$ cat config.mk
export PLATFORM = sky130hd
export DESIGN_NAME = spi_eeprom_instruction_engine
export DESIGN_NICKNAME = d
export VERILOG_FILES = /design/src/hw/pin_sync.v /design/src/hw/spi_eeprom_instruction_engine.v
export VERILOG_INCLUDE_DIRS = /design/src /design/src/pkg
export SDC_FILE = /design/constraint.sdc
export NUM_CORES = 1
export LEC_CHECK = 0
export BUFFER_PORTS_ARGS = -buffer_cell sky130_fd_sc_hd__buf_2
export CAP_MARGIN = 20
export CORE_ASPECT_RATIO = 1.25
export CORE_MARGIN = 4
export CORE_UTILIZATION = 50
export DETAILED_ROUTE_END_ITERATION = 10
export PLACE_DENSITY = 0.69
export SETUP_SLACK_MARGIN = 0.3
export SYNTH_ARGS = -nofsm -noshare
export SYNTH_HDL_FRONTEND = slang
export SYNTH_SLANG_ARGS = --single-unit
export TNS_END_PERCENT = 30
$ cat constraint.sdc
create_clock -name clk_i -period 2.5 [get_ports clk_i]
set_input_delay 0.25 -clock clk_i [delete_from_list [all_inputs] [get_ports clk_i]]
set_output_delay 0.25 -clock clk_i [all_outputs]
set_load 0.01 [all_outputs]
$ cat src/pkg/spi_eeprom_defs.vh
/*
 * Constants of the SPI EEPROM instruction engine: opcodes, status bit
 * positions, address-space codes and the self-timed write cycle length.
 * Assumes inclusion by bare name from the design files.
 */
`ifndef SPI_EEPROM_DEFS_VH
`define SPI_EEPROM_DEFS_VH

// ----------------------------------------------------------------------
// opcodes
// ----------------------------------------------------------------------
`define OPC_SET_WRITE_LATCH   8'h06
`define OPC_CLEAR_WRITE_LATCH 8'h04
`define OPC_STATUS_READ       8'h05
`define OPC_STATUS_WRITE      8'h01
`define OPC_ARRAY_READ        8'h03
`define OPC_ARRAY_WRITE       8'h02
`define OPC_EXT_READ          8'h83
`define OPC_EXT_WRITE         8'h82

// ----------------------------------------------------------------------
// status register layout
// ----------------------------------------------------------------------
`define ST_BUSY_BIT           0
`define ST_LATCH_BIT          1
`define ST_PROT_LO_BIT        2
`define ST_PROT_HI_BIT        3
`define ST_LOCK_BIT           7
`define ST_LOCK_RESET         1'b0
`define ST_PROT_RESET         2'h0
`define LOCK_STATUS_BIT       1

// ----------------------------------------------------------------------
// address spaces
// ----------------------------------------------------------------------
`define SPACE_ARRAY           2'h0
`define SPACE_SECTOR          2'h1
`define SPACE_UID             2'h2
`define SPACE_LOCK            2'h3

// ----------------------------------------------------------------------
// timing
// ----------------------------------------------------------------------
`define CLK_FREQ_MHZ          200
`define SELF_TIMED_CYCLE_TIME_US 5000
`define BUSY_CNT_W            20
`define WRITE_CYCLE_CYCLES    (`SELF_TIMED_CYCLE_TIME_US * `CLK_FREQ_MHZ)

// ----------------------------------------------------------------------
// synchroniser
// ----------------------------------------------------------------------
`define SYNC_W                4
`define SYNC_RESET            4'hA

`endif

$ cat src/hw/pin_sync.v
/*
 * Two-flop synchroniser for the serial pins: bit 0 clock, bit 1 select,
 * bit 2 data in, bit 3 write protect.
 * Assumes pins asynchronous to clk_i; select and protect idle high.
 */
`timescale 1ns/1ps
`default_nettype none
`include "spi_eeprom_defs.vh"

module pin_sync (
    input  wire                 clk_i,
    input  wire                 rst_b_i,
    input  wire                 ce_i,
    input  wire [`SYNC_W-1:0]   d_i,
    output wire [`SYNC_W-1:0]   q_o
);
    reg [`SYNC_W-1:0] meta_q;
    reg [`SYNC_W-1:0] sync_q;

    always @(posedge clk_i or negedge rst_b_i) begin
        if (!rst_b_i) begin
            meta_q <= `SYNC_RESET;
            sync_q <= `SYNC_RESET;
        end else if (ce_i) begin
            meta_q <= d_i;
            sync_q <= meta_q;
        end
    end

    assign q_o = sync_q;
endmodule
`default_nettype wire

$ cat src/hw/spi_eeprom_instruction_engine.v
/*
 * Instruction decoder and sequencer of an SPI serial EEPROM on an oversampling clock.
 * Assumes an outside store read asynchronously and a page programmer fed by strobes.
 */
// Overview of operation
// - frame starts at select fall, opcode first
// - select rise ends any instruction
// - write frames off byte boundary are discarded
// - busy: only status read accepted
// - opcodes 06h, 04h, 05h
// - opcodes 01h, 03h, 02h
// - 83h extended reads, 82h extended writes
// - address bits 10:9 pick sector, lock, UID
// - set latch command sets latch bit
// - writes refused while latch is zero
// - clear command, power-up, write end clear latch
// - status shifted out repeatedly, MSB first
// - status read accepted even while busy
// - status write changes only lock, protect bits
// - status write needs exactly one data byte
// - status write starts timed busy cycle
// - array read streams bytes, address increments
// - array read ignored while busy
// - array write: opcode, address, 1-64 bytes
// - page index wraps within 64 bytes
// - whole last byte needed, then busy cycle
// - writes into protected range not executed
// - protect levels quarter, half, all, none
// - status bits busy, latch, protect positions
// - status lock plus low protect refuses status write
`timescale 1ns/1ps
`default_nettype none
`include "spi_eeprom_defs.vh"

module spi_eeprom_instruction_engine #(
    parameter [`BUSY_CNT_W-1:0] WRITE_CYCLE_CYCLES = `WRITE_CYCLE_CYCLES
) (
    input  wire        clk_i,
    input  wire        rst_b_i,
    input  wire        ce_i,
    input  wire        spi_clk_i,
    input  wire        cs_b_i,
    input  wire        serial_in_i,
    input  wire        wp_b_i,
    output wire        serial_out_o,
    output wire        serial_out_oe_o,
    output wire [15:0] mem_addr_o,
    output wire [1:0]  mem_space_o,
    input  wire [7:0]  mem_rd_data_i,
    input  wire        sector_locked_i,
    output wire        page_load_o,
    output wire [5:0]  page_load_idx_o,
    output wire [7:0]  page_load_data_o,
    output wire        page_commit_o,
    output wire        page_abort_o,
    output wire        sector_lock_o,
    output wire [7:0]  status_o
);
    // ------------------------------------------------------------------
    // states
    // ------------------------------------------------------------------
    localparam [9:0] S_OPC  = 10'h001;
    localparam [9:0] S_SET  = 10'h002;
    localparam [9:0] S_CLR  = 10'h004;
    localparam [9:0] S_STATUS_READ_CMD = 10'h008;
    localparam [9:0] S_STATUS_WRITE_CMD = 10'h010;
    localparam [9:0] S_RD   = 10'h020;
    localparam [9:0] S_WR   = 10'h040;
    localparam [9:0] S_XRD  = 10'h080;
    localparam [9:0] S_XWR  = 10'h100;
    localparam [9:0] S_IGN  = 10'h200;

    // ------------------------------------------------------------------
    // functions
    // ------------------------------------------------------------------
    function [1:0] space_of;
        input [15:0] a;
        begin
            if (a[9])
                space_of = `SPACE_UID;
            else if (a[10])
                space_of = `SPACE_LOCK;
            else
                space_of = `SPACE_SECTOR;
        end
    endfunction
    function is_protected;
        input [1:0]  bp;
        input [15:0] a;
        begin
            case (bp)
                2'h1:    is_protected = (a[13:12] == 2'h3);
                2'h2:    is_protected = a[13];
                2'h3:    is_protected = 1'b1;
                default: is_protected = 1'b0;
            endcase
        end
    endfunction
    function [15:0] next_addr;
        input [1:0]  sp;
        input [15:0] a;
        begin
            case (sp)
                `SPACE_SECTOR: next_addr = {a[15:6], a[5:0] + 6'h01};
                `SPACE_UID:    next_addr = {a[15:4], a[3:0] + 4'h1};
                `SPACE_LOCK:   next_addr = a;
                default:       next_addr = a + 16'h0001;
            endcase
        end
    endfunction

    // ------------------------------------------------------------------
    // pin synchronisation and edge detection
    // ------------------------------------------------------------------
    wire [`SYNC_W-1:0] pins_s;

    pin_sync u_sync (
        .clk_i   (clk_i),
        .rst_b_i (rst_b_i),
        .ce_i    (ce_i),
        .d_i     ({wp_b_i, serial_in_i, cs_b_i, spi_clk_i}),
        .q_o     (pins_s)
    );

    wire sclk_s = pins_s[0];
    wire cs_b_s = pins_s[1];
    wire si_s   = pins_s[2];
    wire wp_b_s = pins_s[3];

    reg                  sclk_prev_q;
    reg                  cs_b_prev_q;
    reg  [9:0]           st_q;
    reg  [2:0]           bit_q;
    reg  [2:0]           byte_q;
    reg  [6:0]           sh_q;
    reg  [15:0]          addr_q;
    reg  [1:0]           space_q;
    reg  [5:0]           idx_q;
    reg  [7:0]           data_q;
    reg  [7:0]           out_byte_q;
    reg                  load_pend_q;
    reg                  out_q;
    reg                  oe_q;
    reg                  wel_q;
    reg                  lock_q;
    reg  [1:0]           bp_q;
    reg  [`BUSY_CNT_W-1:0] busy_cnt_q;
    reg                  load_q;
    reg                  commit_q;
    reg                  abort_q;
    reg                  slock_q;

    wire sclk_rise = sclk_s & ~sclk_prev_q & ~cs_b_s;
    wire sclk_fall = ~sclk_s & sclk_prev_q & ~cs_b_s;
    wire cs_rise   = cs_b_s & ~cs_b_prev_q;
    wire byte_done = sclk_rise & (bit_q == 3'h7);
    wire [7:0] byte_in = {sh_q, si_s};
    wire busy      = (busy_cnt_q != {`BUSY_CNT_W{1'b0}});
    wire whole     = (bit_q == 3'h0);
    wire [15:0] addr_in = {addr_q[7:0], byte_in};
    wire [7:0] status;
    assign status[`ST_LOCK_BIT]    = lock_q;
    assign status[6:4]             = 3'h0;
    assign status[`ST_PROT_HI_BIT] = bp_q[1];
    assign status[`ST_PROT_LO_BIT] = bp_q[0];
    assign status[`ST_LATCH_BIT]   = wel_q;
    assign status[`ST_BUSY_BIT]    = busy;
    wire out_phase = (st_q == S_STATUS_READ_CMD) |
                     (((st_q == S_RD) | (st_q == S_XRD)) & (byte_q >= 3'h3));

    // ------------------------------------------------------------------
    // frame sequencer
    // ------------------------------------------------------------------
    always @(posedge clk_i or negedge rst_b_i) begin
        if (!rst_b_i) begin
            sclk_prev_q <= 1'b0;
            cs_b_prev_q <= 1'b1;
            st_q        <= S_OPC;
            bit_q       <= 3'h0;
            byte_q      <= 3'h0;
            sh_q        <= 7'h00;
            addr_q      <= 16'h0000;
            space_q     <= `SPACE_ARRAY;
            idx_q       <= 6'h00;
            data_q      <= 8'h00;
            out_byte_q  <= 8'h00;
            load_pend_q <= 1'b0;
            out_q       <= 1'b0;
            oe_q        <= 1'b0;
            wel_q       <= 1'b0;
            lock_q      <= `ST_LOCK_RESET;
            bp_q        <= `ST_PROT_RESET;
            busy_cnt_q  <= {`BUSY_CNT_W{1'b0}};
            load_q      <= 1'b0;
            commit_q    <= 1'b0;
            abort_q     <= 1'b0;
            slock_q     <= 1'b0;
        end else if (ce_i) begin
            sclk_prev_q <= sclk_s;
            cs_b_prev_q <= cs_b_s;
            load_q      <= 1'b0;
            commit_q    <= 1'b0;
            abort_q     <= 1'b0;
            slock_q     <= 1'b0;
            load_pend_q <= 1'b0;
            if (busy) begin
                busy_cnt_q <= busy_cnt_q - {{(`BUSY_CNT_W-1){1'b0}}, 1'b1};
                if (busy_cnt_q == {{(`BUSY_CNT_W-1){1'b0}}, 1'b1})
                    wel_q <= 1'b0;
            end
            // read data fetch one cycle after the byte boundary
            if (load_pend_q) begin
                if (space_q == `SPACE_LOCK)
                    out_byte_q <= {6'h00, sector_locked_i, 1'b0};
                else
                    out_byte_q <= mem_rd_data_i;
                addr_q <= next_addr(space_q, addr_q);
            end
            if (sclk_rise) begin
                sh_q  <= byte_in[6:0];
                bit_q <= bit_q + 3'h1;
            end
            if (byte_done) begin
                if (byte_q != 3'h7)
                    byte_q <= byte_q + 3'h1;
                if (byte_q == 3'h0) begin
                    space_q <= `SPACE_ARRAY;
                    if (busy && byte_in != `OPC_STATUS_READ) begin
                        st_q <= S_IGN;
                    end else begin
                        case (byte_in)
                            `OPC_SET_WRITE_LATCH:   st_q <= S_SET;
                            `OPC_CLEAR_WRITE_LATCH: st_q <= S_CLR;
                            `OPC_STATUS_READ: begin
                                st_q       <= S_STATUS_READ_CMD;
                                out_byte_q <= status;
                            end
                            `OPC_STATUS_WRITE:
                                st_q <= (wel_q && !(lock_q && !wp_b_s)) ?
                                        S_STATUS_WRITE_CMD : S_IGN;
                            `OPC_ARRAY_READ:  st_q <= S_RD;
                            `OPC_ARRAY_WRITE: st_q <= wel_q ? S_WR : S_IGN;
                            `OPC_EXT_READ:    st_q <= S_XRD;
                            `OPC_EXT_WRITE:
                                st_q <= (wel_q && bp_q != 2'h3 && !sector_locked_i) ?
                                        S_XWR : S_IGN;
                            default:          st_q <= S_IGN;
                        endcase
                    end
                end else if (st_q == S_STATUS_READ_CMD) begin
                    out_byte_q <= status;
                end else if (byte_q <= 3'h2) begin
                    addr_q <= addr_in;
                    if (st_q == S_STATUS_WRITE_CMD)
                        data_q <= byte_in;
                    if (byte_q == 3'h2) begin
                        idx_q <= byte_in[5:0];
                        if (st_q == S_XRD || st_q == S_XWR)
                            space_q <= space_of(addr_in);
                        if (st_q == S_RD || st_q == S_XRD)
                            load_pend_q <= 1'b1;
                        if (st_q == S_WR && is_protected(bp_q, addr_in))
                            st_q <= S_IGN;
                        if (st_q == S_XWR && space_of(addr_in) == `SPACE_UID)
                            st_q <= S_IGN;
                    end
                end else begin
                    if (st_q == S_RD || st_q == S_XRD)
                        load_pend_q <= 1'b1;
                    if (st_q == S_WR ||
                        (st_q == S_XWR && space_q == `SPACE_SECTOR)) begin
                        load_q <= 1'b1;
                        idx_q  <= idx_q + 6'h01;
                    end
                    data_q <= byte_in;
                end
            end
            if (sclk_fall && out_phase) begin
                out_q <= out_byte_q[~bit_q];
                oe_q  <= 1'b1;
            end
            if (cs_rise) begin
                case (st_q)
                    S_SET:
                        if (byte_q == 3'h1 && whole)
                            wel_q <= 1'b1;
                    S_CLR:
                        if (byte_q == 3'h1 && whole)
                            wel_q <= 1'b0;
                    S_STATUS_WRITE_CMD:
                        if (byte_q == 3'h2 && whole) begin
                            lock_q     <= data_q[`ST_LOCK_BIT];
                            bp_q       <= data_q[`ST_PROT_HI_BIT:`ST_PROT_LO_BIT];
                            busy_cnt_q <= WRITE_CYCLE_CYCLES;
                        end
                    S_WR, S_XWR: begin
                        if (st_q == S_WR || space_q == `SPACE_SECTOR) begin
                            if (byte_q >= 3'h4 && whole) begin
                                commit_q   <= 1'b1;
                                busy_cnt_q <= WRITE_CYCLE_CYCLES;
                            end else if (byte_q >= 3'h4) begin
                                abort_q <= 1'b1;
                            end
                        end else if (byte_q == 3'h4 && whole &&
                                     data_q[`LOCK_STATUS_BIT]) begin
                            slock_q    <= 1'b1;
                            busy_cnt_q <= WRITE_CYCLE_CYCLES;
                        end
                    end
                    default: ;
                endcase
            end
            if (cs_b_s) begin
                st_q   <= S_OPC;
                bit_q  <= 3'h0;
                byte_q <= 3'h0;
                oe_q   <= 1'b0;
            end
        end
    end

    // ------------------------------------------------------------------
    // outputs
    // ------------------------------------------------------------------
    assign serial_out_o     = out_q;
    assign serial_out_oe_o  = oe_q;
    assign mem_addr_o       = addr_q;
    assign mem_space_o      = space_q;
    assign page_load_o      = load_q;
    assign page_load_idx_o  = idx_q - 6'h01;
    assign page_load_data_o = data_q;
    assign page_commit_o    = commit_q;
    assign page_abort_o     = abort_q;
    assign sector_lock_o    = slock_q;
    assign status_o         = status;
endmodule
`default_nettype wire

Yosys cells after proc, flatten, opt, wreduce, memory -nomap -nowiden

Cells that the tools add are included.

Bitwise logic cells: 16
$mul: 0
Shift-type cells: 0
Magnitude comparators: 4
Mux-type cells: 97
Add/subtract/negate cells: 8
Reduce and logical (&&, ||, !) cells: 46
Div/mod/pow operators: 0
Equal/unequal tests: 36

Operator list:

| kind                                                                   | count |
|---|---|
| 10-bit two-way mux                                                     | 12 |
| 20-bit two-way mux                                                     | 6 |
| 16-bit two-way mux                                                     | 5 |
| 10-bit case mux with 8 select lines                                    | 1 |
| 8-bit two-way mux                                                      | 9 |
| 16-bit case mux with 3 select lines                                    | 1 |
| 20-bit case mux with 2 select lines                                    | 1 |
| 1-bit two-way mux                                                      | 38 |
| 2-bit two-way mux                                                      | 13 |
| 8-bit by 3-bit equality test with 1-bit output, second input constant  | 3 |
| 20-bit by 1-bit equality test with 1-bit output, second input constant | 1 |
| 20-bit nonzero test                                                    | 1 |
| 20-bit by 1-bit subtractor with 20-bit output, second input constant   | 1 |
| 6-bit two-way mux                                                      | 3 |
| 6-bit AND reduction                                                    | 3 |
| 16-bit by 1-bit adder with 16-bit output, second input constant        | 1 |
| 8-bit by 2-bit equality test with 1-bit output, second input constant  | 2 |
| 8-bit equality test, second input constant                             | 2 |
| 2-bit nonzero test                                                     | 8 |
| 3-bit two-way mux                                                      | 5 |
| 1-bit logical AND                                                      | 14 |
| 6-bit by 1-bit adder with 6-bit output, second input constant          | 2 |
| 2-bit equality test, second input constant                             | 6 |
| 10-bit by 2-bit equality test with 1-bit output, second input constant | 1 |
| other kinds (41)                                                       | 68 |

Memory bits (writable): 0
Output and inout port bits: 46
Word-level logic and storage cells: 231
Bits in read-only memories: 0
Latch bits: 0
Memories: 0
Input port bits: 16
Register bits after elaboration: 104

Logic depth before layout (Yosys ltp)

Gate-level depths: netlist of run 1.

Depth after elaboration: 17
Mapped depth: 8
Depth with buffers taken out: 7

Cells and area by module

Synthesis of run 1 repeated with hierarchy kept, for this count alone.

Cells, all modules: 631
Area total of the unflattened synthesis: 6291.0 um^2

By module, submodules not included:

| module                        | sequential area each (um^2) | cells each | instances | area an instance (um^2) |
|---|---|---|---|---|
| spi_eeprom_instruction_engine | 2404.8                      | 614        | 1         | 5954.5 |
| pin_sync                      | 205.2                       | 17         | 1         | 336.6 |

Least setup slack after synthesis of run 1

No wires, ideal clock.

Path kind: register to register
Start: register bit_q[0]
End: register st_q[1]
Period minus slack after synthesis: 2171 ps
Arrival: 2047 ps
Path buffers: 0
Required time: 2375 ps
Library setup time: 125 ps
Path slack: 329 ps
Stages on the path, launching flop included: 8
Cells stage by stage: dfrtp_1 -> ha_1 -> ha_1 -> and4bb_2 -> and2_1 -> o21ai_0 -> a22oi_4 -> mux2_2

Word-level cells in the longest chain between the ends: 4

Ends and longest elaborated chain:

| what                          | line                                | source |
|---|---|---|
| from (decl)                   | spi_eeprom_instruction_engine.v:133 | `reg [2:0] bit_q;` |
| from (signal assigned)        | spi_eeprom_instruction_engine.v:221 | `bit_q <= bit_q + 3'h1;` |
| 3-bit equality test           | spi_eeprom_instruction_engine.v:156 | `wire byte_done = sclk_rise & (bit_q == 3'h7);` |
| 1-bit AND                     | spi_eeprom_instruction_engine.v:156 |  |
| 2-bit nonzero test (no line)  | n/a                                 |  |
| 6-bit AND reduction (no line) | n/a                                 |  |
| to (signal assigned)          | spi_eeprom_instruction_engine.v:239 | `st_q <= (wel_q && !(lock_q && !wp_b_s)) ?` |
| to (signal assigned)          | spi_eeprom_instruction_engine.v:242 | `` `OPC_ARRAY_WRITE: st_q <= wel_q ? S_WR : S_IGN; `` |
| to (signal assigned)          | spi_eeprom_instruction_engine.v:245 | `st_q <= (wel_q && bp_q != 2'h3 && !sector_locked_i) ?` |
| to (decl)                     | spi_eeprom_instruction_engine.v:132 | `reg [9:0] st_q;` |

Every way passes these cells.
A chain may end at the register's enable or synchronous reset.

Final worst setup path of run 1

Start: register st_q[7]
End: register data_q[6], in the netlist page_load_data_o[6]

Word-level cells in the longest chain between the ends: 3
Elaborated cells between the ends (all ways): 5
Classes of those cells: eq/ne: 3; bitwise: 1; reduce/logical: 1

Ends and longest elaborated chain:

| what                                                                                                                      | line                                                                     | source |
|---|---|---|
| 10-bit by 5-bit equality test with 1-bit output / 10-bit by 4-bit equality test with 1-bit output (equally long branches) | spi_eeprom_instruction_engine.v:254, spi_eeprom_instruction_engine.v:250 |  |
| 2-bit by 1-bit inequality test with 1-bit output (no line) / 1-bit inverter (equally long branches)                       | n/a                                                                      |  |
| 5-bit AND reduction (no line) *                                                                                           | n/a                                                                      |  |
| to (signal assigned)                                                                                                      | spi_eeprom_instruction_engine.v:255                                      | `data_q <= byte_in;` |
| to (signal assigned)                                                                                                      | spi_eeprom_instruction_engine.v:275                                      | `data_q <= byte_in;` |
| to (decl)                                                                                                                 | spi_eeprom_instruction_engine.v:139                                      | `reg [7:0] data_q;` |

Every way passes the cells marked *; elsewhere a longest branch is shown, timed or not.

==> results of run 1 <==
-- critical path, stage by stage (launching register included) --
cell     delay, ns
dfrtp_1       0.47
or4b_2        0.68
nor3_2        0.20
nor2_1        0.12
nor2_4        0.27
mux2_2        0.38
-- routing by layer --
| metal | up-vias | track usage, % |
|---|---|---|
| li1 | 2503 | - |
| met1 | 2631 | 32.63 |
| met2 | 151 | 38.03 |
| met3 | 33 | 3.479 |
| met4 | 0 | 10.95 |
| met5 | - | 0 |
-- how the worst max path moves through the flow --
| stage | cells past startpoint | end | slack [ns] |
|---|---|---|---|
| after floorplan | 7 | st_q[1]$_DFFE_PN0P_ | 0.33 |
| after global placement | 5 | busy_cnt_q[1]$_DFFE_PN0P_ | 0.13 |
| after detailed placement | 5 | busy_cnt_q[1]$_DFFE_PN0P_ | 0.04 |
| after CTS | 5 | page_load_data_o[0]$_DFFE_PN0P_ | 0.26 |
| after global routing | 6 | out_byte_q[7]$_DFFE_PN0P_ | 0.18 |
| final | 5 | page_load_data_o[6]$_DFFE_PN0P_ | 0.27 |
-- final cells by class --
type,count,area [sq um]
multi-input combinational,471,3329
timing repair buffer,105,698.2
inverter,29,108.9
sequential,104,2613
tap,164,205.2
clock inverter,7,125.1
clock buffer,9,225.2
fill,1044,4801
-- cell usage in the layout, fill, tap and decap left out, types with 4 or more instances in the layout --
cell type / Yosys / routed
dfrtp_1: 98 / 96
buf_2: 3 / 57
nor2_1: 51 / 51
nand2_1: 49 / 49
buf_4: 8 / 43
mux2_2: 32 / 32
inv_1: 29 / 29
o21ai_0: 29 / 29
nand3_1: 27 / 26
a21oi_1: 21 / 20
mux2i_1: 20 / 20
nor3_1: 20 / 19
ha_1: 14 / 14
nand4_1: 13 / 13
and3_1: 14 / 12
xor2_1: 10 / 10
nor4_1: 12 / 10
o31ai_1: 9 / 9
clkbuf_16: 0 / 9
o22ai_1: 7 / 7
xnor2_1: 6 / 6
o211ai_1: 6 / 6
or2_2: 6 / 6
or4_1: 7 / 6
nand2b_1: 7 / 6
dfstp_2: 6 / 6
nand4b_1: 5 / 5
nand3b_1: 5 / 5
or3_1: 5 / 5
o2bb2ai_1: 5 / 5
a22o_1: 5 / 5
nor3_2: 3 / 4
a2bb2oi_1: 4 / 4
a22oi_1: 4 / 4
and2_1: 5 / 4
o21ai_1: 4 / 4
a211o_1: 4 / 4
buf_12: 0 / 4
-- logic make-up after synthesis --
| family | synth area share, % |
|---|---|
| buffers and inverters | 4.283 |
| DFF | 42.55 |
| other | 0.06113 |
| xor gates and xnor gates | 2.284 |
| adders and majority gates | 2.855 |
| muxes | 10.24 |
| AOI/OAI and AO/OA | 14.62 |
| and+or+nand+nor | 23.11 |
-- state kept, by name, indices dropped and copies added (netlist names), 2 cells and up --
signal / flops
sh_q: 7
u_sync.meta_q: 4
bit_q: 3
out_byte_q: 8
busy_cnt_q: 20
mem_space_o: 2
st_q: 10
byte_q: 3
bp_q: 2
idx_q: 6
page_load_data_o: 8
mem_addr_o: 16
u_sync.q_o: 4
-- per-stage QoR --
stage                     setup WS (ns)  area (sq um)  cells
after global placement           0.1253          6834    869
final                            0.2682          7305    889
after CTS                        0.2615          7248    888
after detailed placement        0.03531          6834    869
after global routing             0.1753          7305    889
after floorplan                  0.3285          6142    632
-- power breakdown --
| part | internal, uW | leakage (uW) | switching (uW) |
|---|---|---|---|
| Combinational | 583 | 0.00183 | 681 |
| Clock | 990 | 0.000171 | 662 |
| Sequential | 1940 | 0.00132 | 301 |
-- what timing repair did --
item                                   4_1_cts  5_1_grt
buffers inserted                             2        1
gates resized for setup                      6       10
setup endpoints to repair                   51       63
pin swaps                                    3        1
endpoints found under the hold margin       29        0
hold buffers                                 1        0
==> summary.md, run 1 <==
| Metric | Value |
|---|---|
| Outcome | finished clean |
| Max-Cap Viols | 0 |
| Cts bufs inserted | 9 |
| Initial DRC Count | between 300 and 400 |
| Commonest cells post-synth | 98 x dfrtp_1, 51 x nor2_1, 49 x nand2_1 |
| R2r worst-path depth | 5 |
| FP Rows | 45 |
| Drt total wl | 16660 um |
| Pre-antenna DRT Iters | 5 |
| Met3 routed WL | between 600 and 700 um |
| Required time worst endpoint | about 2.7 ns |
| Yosys cell types | 81 |
| Clock tree root buffer cell | clkbuf_16 |
| HP Start | mem_rd_data_i[4] |
| Post-layout util | just over 60% |
| Reg-to-reg slack, setup | around 0.27 ns |
| Worst hold path class | in -> reg |
| GR Overflow Total | 0 |
| Leakage | 0.003324 uW |
| Vias in the first global route | 5125 |
| Vias per cell | 5.982 |
| Hold Slack | about 0.12 ns |
| # diodes | 0 |
| Setup crit start | st_q[7]$_DFFE_PN0P_ |
| Pwr Density | between 700 and 800 nW/um^2 |
| Dominant cell by count in the synthesized netlist | dfrtp_1 |
| Yosys warning total | 0 |
| RSZ-0062 raised after global routing | true |
| Syn Area/Cell | between 9 and 10 sq um |
| Chip height | between 100 and 150 um |
| Worst Setup End Kind | flop |
| H-tree depth | 3 |
| Crit path DAT | 2.47 ns |
| Final Hold Vio Count | 0 |
| Register clock-pin slew on the reported worst setup and hold paths | 0.07 ns |
| DR WL/cell | 18.74 um |
| WL met1 | about 7300 um |
| Cell count after synthesis | 630 |
| Final period util | between 80% and 90% |
| Proportion of layout cells with a drive suffix above 1 | approximately 28% |
| Die area | roughly 14000 sq um |
| Gpl congestion | approximately 0.96 |
| Final #Nets | 750 |
| Antenna Violating Nets Remaining | 0 |
| Post-synth ARST share | between 90% and 100% |
| Max Clock Skew | 0.008152 ns |
| Starting Density | between 50% and 60% |
| CTS max path bufs | 2 |
| Crit path launch type | flop |
| Pin count of the biggest net entering global routing | 41 |
| Post-synthesis sequential area ratio | 42.55% |
| First-pass GRT wire length | approximately 27000 um |
| Actual slew at the worst max-slew pin | between 0.6 and 0.7 ns |
| Core Box Area | 12110 sq um |
| Crit Path Max Fanout | 8 |
| Worst VDD drop | about 0.00043 V |
| Reg-to-Reg Start | st_q[7]$_DFFE_PN0P_ |
| Synth Register Bits | 104 |
| Initial antenna violation count | 0 |
| DIE WIDTH | ~110 um |
| Area growth syn-to-layout | 19.07% |
| Tmin final | approximately 2.2 ns |
| Worst flop-to-flop path endpoint | page_load_data_o[6]$_DFFE_PN0P_ |
| Hold depth | 2 |
| Fmax achieved | about 0.45 GHz |
| Worst Hold End | out_byte_q[4]$_DFFE_PN0P_ |
| Total Power | around 5200 uW |
| Top cells by area, synth | dfrtp_1 40%, mux2_2 5.9%, mux2i_1 3.3% |
| Worst skew pair latency | approximately 0.36 ns |
| Primary FF master, synth | dfrtp_1 |
| Slew Limit Fails | 0 |
| Remaining DRCs | 0 |
| Number of synthesized flops with an enable pin | 0 |
| TNS Setup | 0 ns |
| Mapped Area | 6135 sq um |
| Total track usage | around a quarter |
| WS Path Type | reg -> reg |
| Vias | 5318 |
| TritonCTS clock tree | done |
| Setup violations, final | 0 |
| Worst slew margin | between 50% and 60% |
| DR WL met2 | ~8100 um |
| Post-DP HPWL | approximately 12000 um |
| Top cell type's share of synthesized area | between 30 and 40% |
| I/O Pins | 62 |
| Port Buffers | 58 |
| Top sig layer | met4 |
| Clock sinks | 104 |
| Synth area leader | dfrtp_1 |
Note: power is estimated with default switching activity, not from simulation.
==> inputs of run 2 (changes only) <==
- CORE_ASPECT_RATIO: 1.25 -> 1.5
==> summary.md, run 2 (synthesis results as in run 1) <==
| Metric | Value |
|---|---|
| FP Rows | 49 (was 45) |
| Setup violations, final | 0 (unchanged) |
| Worst slew margin | 54.63% (was 59.24%) |
| Final cell count without fillers | 875 (was 889) |
| Cts bufs inserted | 9 (unchanged) |
| Worst hold path class | in -> reg (unchanged) |
| Hold Slack | 0.1099 ns (was 0.1154 ns) |
| Crit path DAT | 2.44 ns (was 2.47 ns) |
| Clk pwr share | 28.3% (was 32.0%) |
| Die area | 14140 sq um (was 14120 sq um) |
| Worst setup path end | busy_cnt_q[1]$_DFFE_PN0P_ (was page_load_data_o[6]$_DFFE_PN0P_) |
| Sequential share of power | 45.4% (was 43.5%) |
| H-tree depth | 3 (unchanged) |
| Outcome | finished clean (unchanged) |
| Stages on worst setup path | 8 (was 5) |
| Clock sinks | 104 (unchanged) |
| Final period util | 88.86% (was 89.27%) |
| Max reg flops | 20 (unchanged) |
| First-pass GRT wire length | 27740 um (was 27030 um) |
| Commonest non-fill, non-tap cell in the layout | dfrtp_1 (unchanged) |
| Vias per cell | 6.189 (was 5.982) |
| Leakage | 0.003300 uW (was 0.003324 uW) |
| Commonest cells after routing, fill and taps aside | 94 x dfrtp_1, 57 x buf_2, 51 x nor2_1 (was 96 x dfrtp_1, 57 x buf_2, 51 x nor2_1) |
| Required time worst endpoint | 2.72 ns (was 2.74 ns) |
| Comb power frac | 26.3% (was 24.5%) |
| DR WL/cell | 19.74 um (was 18.74 um) |
| Antenna Violating Nets Remaining | 0 (unchanged) |
| Drt total wl | 17270 um (was 16660 um) |
| I/O Pins | 62 (unchanged) |
| Proportion of layout cells with a drive suffix above 1 | 28.95% (was 27.86%) |
| Worst flop-to-flop path endpoint | busy_cnt_q[1]$_DFFE_PN0P_ (was page_load_data_o[6]$_DFFE_PN0P_) |
| Clock tree root buffer cell | clkbuf_16 (unchanged) |
| R2r worst-path depth | 8 (was 5) |
| Vias in the first global route | 5338 (was 5125) |
| Max-Cap Viols | 0 (unchanged) |
| Total track usage | 24.62% (was 24.07%) |
| Starting Density | 51.05% (was 50.68%) |
| Max Clock Skew | 0.01099 ns (was 0.008152 ns) |
| Worst Setup End Kind | flop (unchanged) |
| Final Hold Vio Count | 0 (unchanged) |
| Dpl cells | 851 (was 869) |
| Worst VDD drop | 0.0003524 V (was 0.0004269 V) |
| Reg-to-reg slack, setup | 0.28 ns (was 0.27 ns) |
| GR Overflow Total | 0 (unchanged) |
| Fillers | 1070 (was 1044) |
| Fmax achieved | 0.4501 GHz (was 0.4481 GHz) |
| TNS Setup | 0 ns (unchanged) |
| Register clock-pin slew on the reported worst setup and hold paths | 0.07 ns (about the same) |
| Crit-path leading delay family | simple AND/OR/NAND/NOR gates (unchanged) |
| Pwr Density | 677.7 nW/um^2 (was 706.0 nW/um^2) |
| Initial DRC Count | 306 (was 322) |
| Power Internal | 3252 uW (was 3513 uW) |
| Area after DPL | 6768 sq um (was 6834 sq um) |
| RSZ-0062 raised after global routing | true (unchanged) |
| Vias | 5415 (was 5318) |
| Slew Limit Fails | 0 (unchanged) |
| Tmin final | 2.222 ns (was 2.232 ns) |
| Port Buffers | 58 (unchanged) |
| # diodes | 0 (unchanged) |
| Initial antenna violation count | 0 (unchanged) |
| Slowest stage cell, crit path | o21ai_4 (was or4b_2) |
| Area growth syn-to-layout | 18.97% (was 19.07%) |
| Crit Path Max Fanout | 14 (was 8) |
| Remaining DRCs | 0 (unchanged) |
| Post-DP HPWL | 12690 um (was 12290 um) |
| CP Buf/Inv Count | 2 (was 0) |
| Peak per-stage delay on the critical path | 0.40 ns (was 0.68 ns) |
| DIE WIDTH | 98.44 um (was 107.1 um) |
| Actual slew at the worst max-slew pin | 0.6806 ns (was 0.6114 ns) |
| Pin count of the biggest net entering global routing | 53 (was 41) |
| Reg-to-Reg Start | bit_q[0]$_DFFE_PN0P_ (was st_q[7]$_DFFE_PN0P_) |
| Worst skew pair latency | 0.36 ns (about the same) |
| Chip height | 143.7 um (was 131.8 um) |
| Fin area | 7298 sq um (was 7305 sq um) |
| Largest Register | busy_cnt_q (unchanged) |
| Gpl congestion | 0.9855 (was 0.9566) |
| CP cell instances | buf_4, inv_1, ha_1, nor3b_1, nand4_1, or2_1, o21ai_4, o32ai_1 (was or4b_2, nor3_2, nor2_1, nor2_4, mux2_2) |
| Final #Nets | 747 (was 750) |
| CTS max path bufs | 2 (unchanged) |
| Core Box Area | 12020 sq um (was 12110 sq um) |
| TritonCTS clock tree | done (unchanged) |
| Setup crit start | bit_q[0]$_DFFE_PN0P_ (was st_q[7]$_DFFE_PN0P_) |
| Pre-antenna DRT Iters | 5 (unchanged) |
| WS Path Type | reg -> reg (unchanged) |
| Switch Pwr | 1694 uW (was 1644 uW) |
| Sw Ratio | 34.25% (was 31.88%) |
| Crit path launch type | flop (unchanged) |
==> run 2: changes by cell type in the layout (fill, tap and decap cells not counted), sizes merged <==
cell,delta
bufinv,-3
clkinvlp,+2
clkbuf,+1
buf,-3
==> run 2: final cells by class <==
| cell class | count | area, sq um | area share [%] |
|---|---|---|---|
| Sequential cell | 104 | 2615 | 35.83 |
| Inverter | 29 | 108.9 | 1.492 |
| Clock buffer | 10 | 239.0 | 3.274 |
| Tap cell | 153 | 191.4 | 2.623 |
| Multi-Input combinational cell | 471 | 3428 | 46.97 |
| Timing Repair Buffer | 102 | 663.1 | 9.086 |
| Clock inverter | 6 | 52.55 | 0.7200 |
==> run 2: power groups by stage <==
stage	combinational (uW)	clock, uW	sequential, uW
finish	1300	1400	2250
floorplan	737	0	2200
detailed placement	1220	0	2240
global placement	1180	0	2220
global route	1420	1490	2290
CTS	1260	1410	2230
==> run 2: how the worst min path moves through the flow <==
stage,from,to,cells past startpoint
2_1_floorplan,rst_b_i,bit_q[0]$_DFFE_PN0P_,0
3_3_place_gp,rst_b_i,mem_addr_o[13]$_DFFE_PN0P_,1
3_5_place_dp,rst_b_i,mem_addr_o[14]$_DFFE_PN0P_,1
4_1_cts,mem_rd_data_i[4],out_byte_q[4]$_DFFE_PN0P_,2
5_1_grt,mem_rd_data_i[4],out_byte_q[4]$_DFFE_PN0P_,2
6_report,mem_rd_data_i[4],out_byte_q[4]$_DFFE_PN0P_,2
==> run 2: what timing repair did <==
item,CTS,global route
endpoints found under the setup margin,48,65
buffers inserted,1,6
gates resized for setup,13,27
hold buffers,1,0
pin swaps,2,6
hold endpoints to repair,38,0
==> run 2: metal layers <==
metal | share of wire, % | GRT usage, %
met2 | 51 | 43.21
met3 | 4.3 | 3.254
met4 | 3.8 | 11.08
met5 | 0 | 0
met1 | 40 | 30.16
==> run 2: per-stage QoR <==
step	setup WS [ns]	total power, uW	utilization (%)
6_report	0.2784	4946	60.74
5_1_grt	0.1533	5195	60.74
4_1_cts	0.2651	4898	59.52
3_5_place_dp	0.1047	3459	56.32
3_3_place_gp	0.1548	3403	56.32
2_1_floorplan	0.3285	2941	-
==> run 2: worst reg2reg max path, stage by stage, from the launching register on <==
cell and delay, ns:
dfrtp_1 0.38, buf_4 0.16, inv_1 0.08, ha_1 0.21
nor3b_1 0.25, nand4_1 0.16, or2_1 0.32, o21ai_4 0.40
o32ai_1 0.13
==> inputs of run 3 (changes only) <==
- SYNTH_HIERARCHICAL: not set -> 1
==> summary.md, run 3 <==
| Metric | Value |
|---|---|
| Syn Area/Cell | 9.970 sq um (was 9.738 sq um) |
| First-pass GRT wire length | 29810 um (was 27740 um) |
| Reg-to-reg slack, setup | 0.26 ns (was 0.28 ns) |
| WS Path Type | reg -> reg (unchanged) |
| TNS Setup | 0 ns (unchanged) |
| Worst hold path class | in -> reg (unchanged) |
| Setup WS pre-CTS | 0.09720 ns (was 0.1047 ns) |
| Actual slew at the worst max-slew pin | 0.6396 ns (was 0.6806 ns) |
| Pin count of the biggest net entering global routing | 47 (was 53) |
| Dpl cells | 850 (was 851) |
| Top cell type's share of synthesized area | 38.98% (was 39.98%) |
| Cts bufs inserted | 9 (unchanged) |
| Final cell count without fillers | 890 (was 875) |
| Register clock-pin slew on the reported worst setup and hold paths | 0.08 ns (was 0.07 ns) |
| Drt total wl | 18500 um (was 17270 um) |
| Yosys warning total | 6 (was 0) |
| Final Hold Vio Count | 0 (unchanged) |
| Pre-antenna DRT Iters | 5 (unchanged) |
| Leakage | 0.003486 uW (was 0.003300 uW) |
| Commonest cells after routing, fill and taps aside | 92 x dfrtp_1, 57 x buf_2, 57 x buf_4 (was 94 x dfrtp_1, 57 x buf_2, 51 x nor2_1) |
| Yosys cell types | 79 (was 81) |
| Commonest cells post-synth | 98 x dfrtp_1, 41 x nor2_1, 36 x nand2_1 (was 98 x dfrtp_1, 51 x nor2_1, 49 x nand2_1) |
| # diodes | 0 (unchanged) |
| Max reg flops | 20 (unchanged) |
| R2r worst-path depth | 8 (unchanged) |
| Crit path DAT | 2.47 ns (was 2.44 ns) |
| Crit path launch type | flop (unchanged) |
| Slew Limit Fails | 0 (unchanged) |
| Post-DP HPWL | 13570 um (was 12690 um) |
| Max Clock Skew | 0.01256 ns (was 0.01099 ns) |
| Sequential share of power | 43.1% (was 45.4%) |
| Clk pwr share | 26.0% (was 28.3%) |
| Worst flop-to-flop path endpoint | mem_addr_o[10]$_DFFE_PN0P_ (was busy_cnt_q[1]$_DFFE_PN0P_) |
| Remaining DRCs | 0 (unchanged) |
| Total Power | 5463 uW (was 4946 uW) |
| Setup crit start | bit_q[0]$_DFFE_PN0P_ (unchanged) |
| Largest Register | busy_cnt_q (unchanged) |
| Core Box Area | 12140 sq um (was 12020 sq um) |
| Chip height | 145.4 um (was 143.7 um) |
| Vias per cell | 6.254 (was 6.189) |
| Gpl congestion | 1.016 (was 0.9855) |
| Port Buffers | 58 (unchanged) |
| Crit Path Max Fanout | 22 (was 14) |
| Setup violations, final | 0 (unchanged) |
| Die area | 14480 sq um (was 14140 sq um) |
| Mapped Area | 6291 sq um (was 6135 sq um) |
| Synth area leader | dfrtp_1 (unchanged) |
| DR WL/cell | 20.78 um (was 19.74 um) |
| Area growth syn-to-layout | 21.90% (was 18.97%) |
| Fmax achieved | 0.4467 GHz (was 0.4501 GHz) |
| RSZ-0062 raised after global routing | true (unchanged) |
| Initial antenna violation count | 0 (unchanged) |
| Post-synth ARST share | 100.0% (unchanged) |
| Total track usage | 25.86% (was 24.62%) |
| Switch Pwr | 2044 uW (was 1694 uW) |
| Setup ws final | 0.2613 ns (was 0.2784 ns) |
| I/O Pins | 62 (unchanged) |
| Clock sinks | 104 (unchanged) |
| Initial DRC Count | 329 (was 306) |
| Reg-to-Reg Start | bit_q[0]$_DFFE_PN0P_ (unchanged) |
| Starting Density | 51.82% (was 51.05%) |
| HP Start | mem_rd_data_i[5] (was mem_rd_data_i[4]) |
| Final #Nets | 762 (was 747) |
| Worst Setup End Kind | flop (unchanged) |
| Worst skew pair latency | 0.36 ns (about the same) |
| Primary FF master, synth | dfrtp_1 (unchanged) |
| TritonCTS clock tree | done (unchanged) |
| Proportion of layout cells with a drive suffix above 1 | 32.29% (was 28.95%) |
| Worst setup path end | mem_addr_o[10]$_DFFE_PN0P_ (was busy_cnt_q[1]$_DFFE_PN0P_) |
| Antenna Violating Nets Remaining | 0 (unchanged) |
| Max-Cap Viols | 0 (unchanged) |
| Number of synthesized flops with an enable pin | 0 (unchanged) |
| Worst VDD drop | 0.0004418 V (was 0.0003524 V) |
| Clock tree root buffer cell | clkbuf_16 (unchanged) |
| Post-synthesis sequential area ratio | 41.49% (was 42.55%) |
| Vias | 5566 (was 5415) |
| Comb power frac | 30.9% (was 26.3%) |
| Worst slew margin | 57.36% (was 54.63%) |
| Dominant cell by count in the synthesized netlist | dfrtp_1 (unchanged) |
| DIE WIDTH | 99.59 um (was 98.44 um) |
| Sw Ratio | 37.42% (was 34.25%) |
| Pwr Density | 712.4 nW/um^2 (was 677.7 nW/um^2) |
| Vias in the first global route | 5651 (was 5338) |
| Top cells by area, synth | dfrtp_1 39%, mux2_4 3.8%, mux2_2 3.4% (was dfrtp_1 40%, mux2_2 5.9%, mux2i_1 3.3%) |
| Required time worst endpoint | 2.73 ns (was 2.72 ns) |
| FP Rows | 49 (unchanged) |
| Cell count after synthesis | 631 (was 630) |
| Final period util | 89.55% (was 88.86%) |
| Power Internal | 3419 uW (was 3252 uW) |
| Tmin final | 2.239 ns (was 2.222 ns) |
| Commonest non-fill, non-tap cell in the layout | dfrtp_1 (unchanged) |
| H-tree depth | 3 (unchanged) |
| GR Overflow Total | 0 (unchanged) |
| CTS max path bufs | 2 (unchanged) |
| Outcome | finished clean (unchanged) |
| Synth Register Bits | 104 (unchanged) |
==> run 3: critical path, cell delays in order (launching register included) <==
cell and delay [ns]:
dfrtp_1 0.36, ha_2 0.20, ha_4 0.14, nand3b_1 0.11, or3b_4 0.46, or3_4 0.36
buf_12 0.17, mux2i_1 0.21, a2bb2oi_2 0.09
==> run 3: cell type report <==
class	instances	area (sq um)
Multi-Input combinational cell	468	3617
Sequential cell	104	2618
Tap cell	153	191.4
Timing Repair Buffer	121	839.6
Clock buffer	9	225.2
Clock inverter	7	72.57
Fill cell	1015	4471
Inverter	28	105.1
==> run 3: through the flow <==
step / hold slack, ns / cell area (sq um) / utilization, %
2_1_floorplan: -0.04559 / 6324 / -
3_3_place_gp: 0.3037 / 6938 / 57.15
3_5_place_dp: 0.3067 / 6938 / 57.15
4_1_cts: 0.09508 / 7426 / 61.17
5_1_grt: 0.1081 / 7669 / 63.17
6_report: 0.1043 / 7669 / 63.17
==> run 3: repair_timing <==
action                                  in CTS  in global routing
gates resized for setup                     16                 30
hold buffers                                 1                  0
setup buffers                               12                 10
gates cloned                                 0                  1
pin swaps                                   10                  7
endpoints found under the setup margin      72                 67
endpoints found under the hold margin       42                  0
==> run 3: cell families after synthesis <==
| family | count (synthesis) | synth area share, % |
|---|---|---|
| flops | 104 | 41.49 |
| xor+xnor | 11 | 1.532 |
| fa+ha+maj | 14 | 2.784 |
| other cells | 1 | 0.05961 |
| buf+inv | 61 | 4.535 |
| simple gates | 238 | 21.96 |
| mux | 55 | 10.80 |
| compound gates | 147 | 16.85 |
==> run 3: power by group through the flow <==
stage	Clock, uW	Sequential (uW)	Combinational (uW)
after CTS	1440	2330	1580
after floorplan	0	2210	1050
final	1420	2360	1690
after global placement	0	2350	1490
after global routing	1510	2390	1840
after detailed placement	0	2360	1540
==> run 3: worst min-delay path by stage <==
stage	end	slack [ns]	cells after the start
finish	out_byte_q[5]$_DFFE_PN0P_	0.10	2
floorplan	bit_q[0]$_DFFE_PN0P_	-0.05	0
detailed placement	idx_q[1]$_DFFE_PN0P_	0.31	1
global placement	idx_q[4]$_DFFE_PN0P_	0.30	1
global route	out_byte_q[5]$_DFFE_PN0P_	0.11	2
CTS	out_byte_q[5]$_DFFE_PN0P_	0.1	2
==> run 3: layer usage <==
| layer | vias to the layer above | wire length, um | GRT usage (%) |
|---|---|---|---|
| li1 | 2572 | - | - |
| met1 | 2780 | 7283 | 30.75 |
| met2 | 162 | 9920 | 46.74 |
| met3 | 52 | 607 | 2.974 |
| met4 | 0 | 686 | 10.32 |
| met5 | - | 0 | 0 |
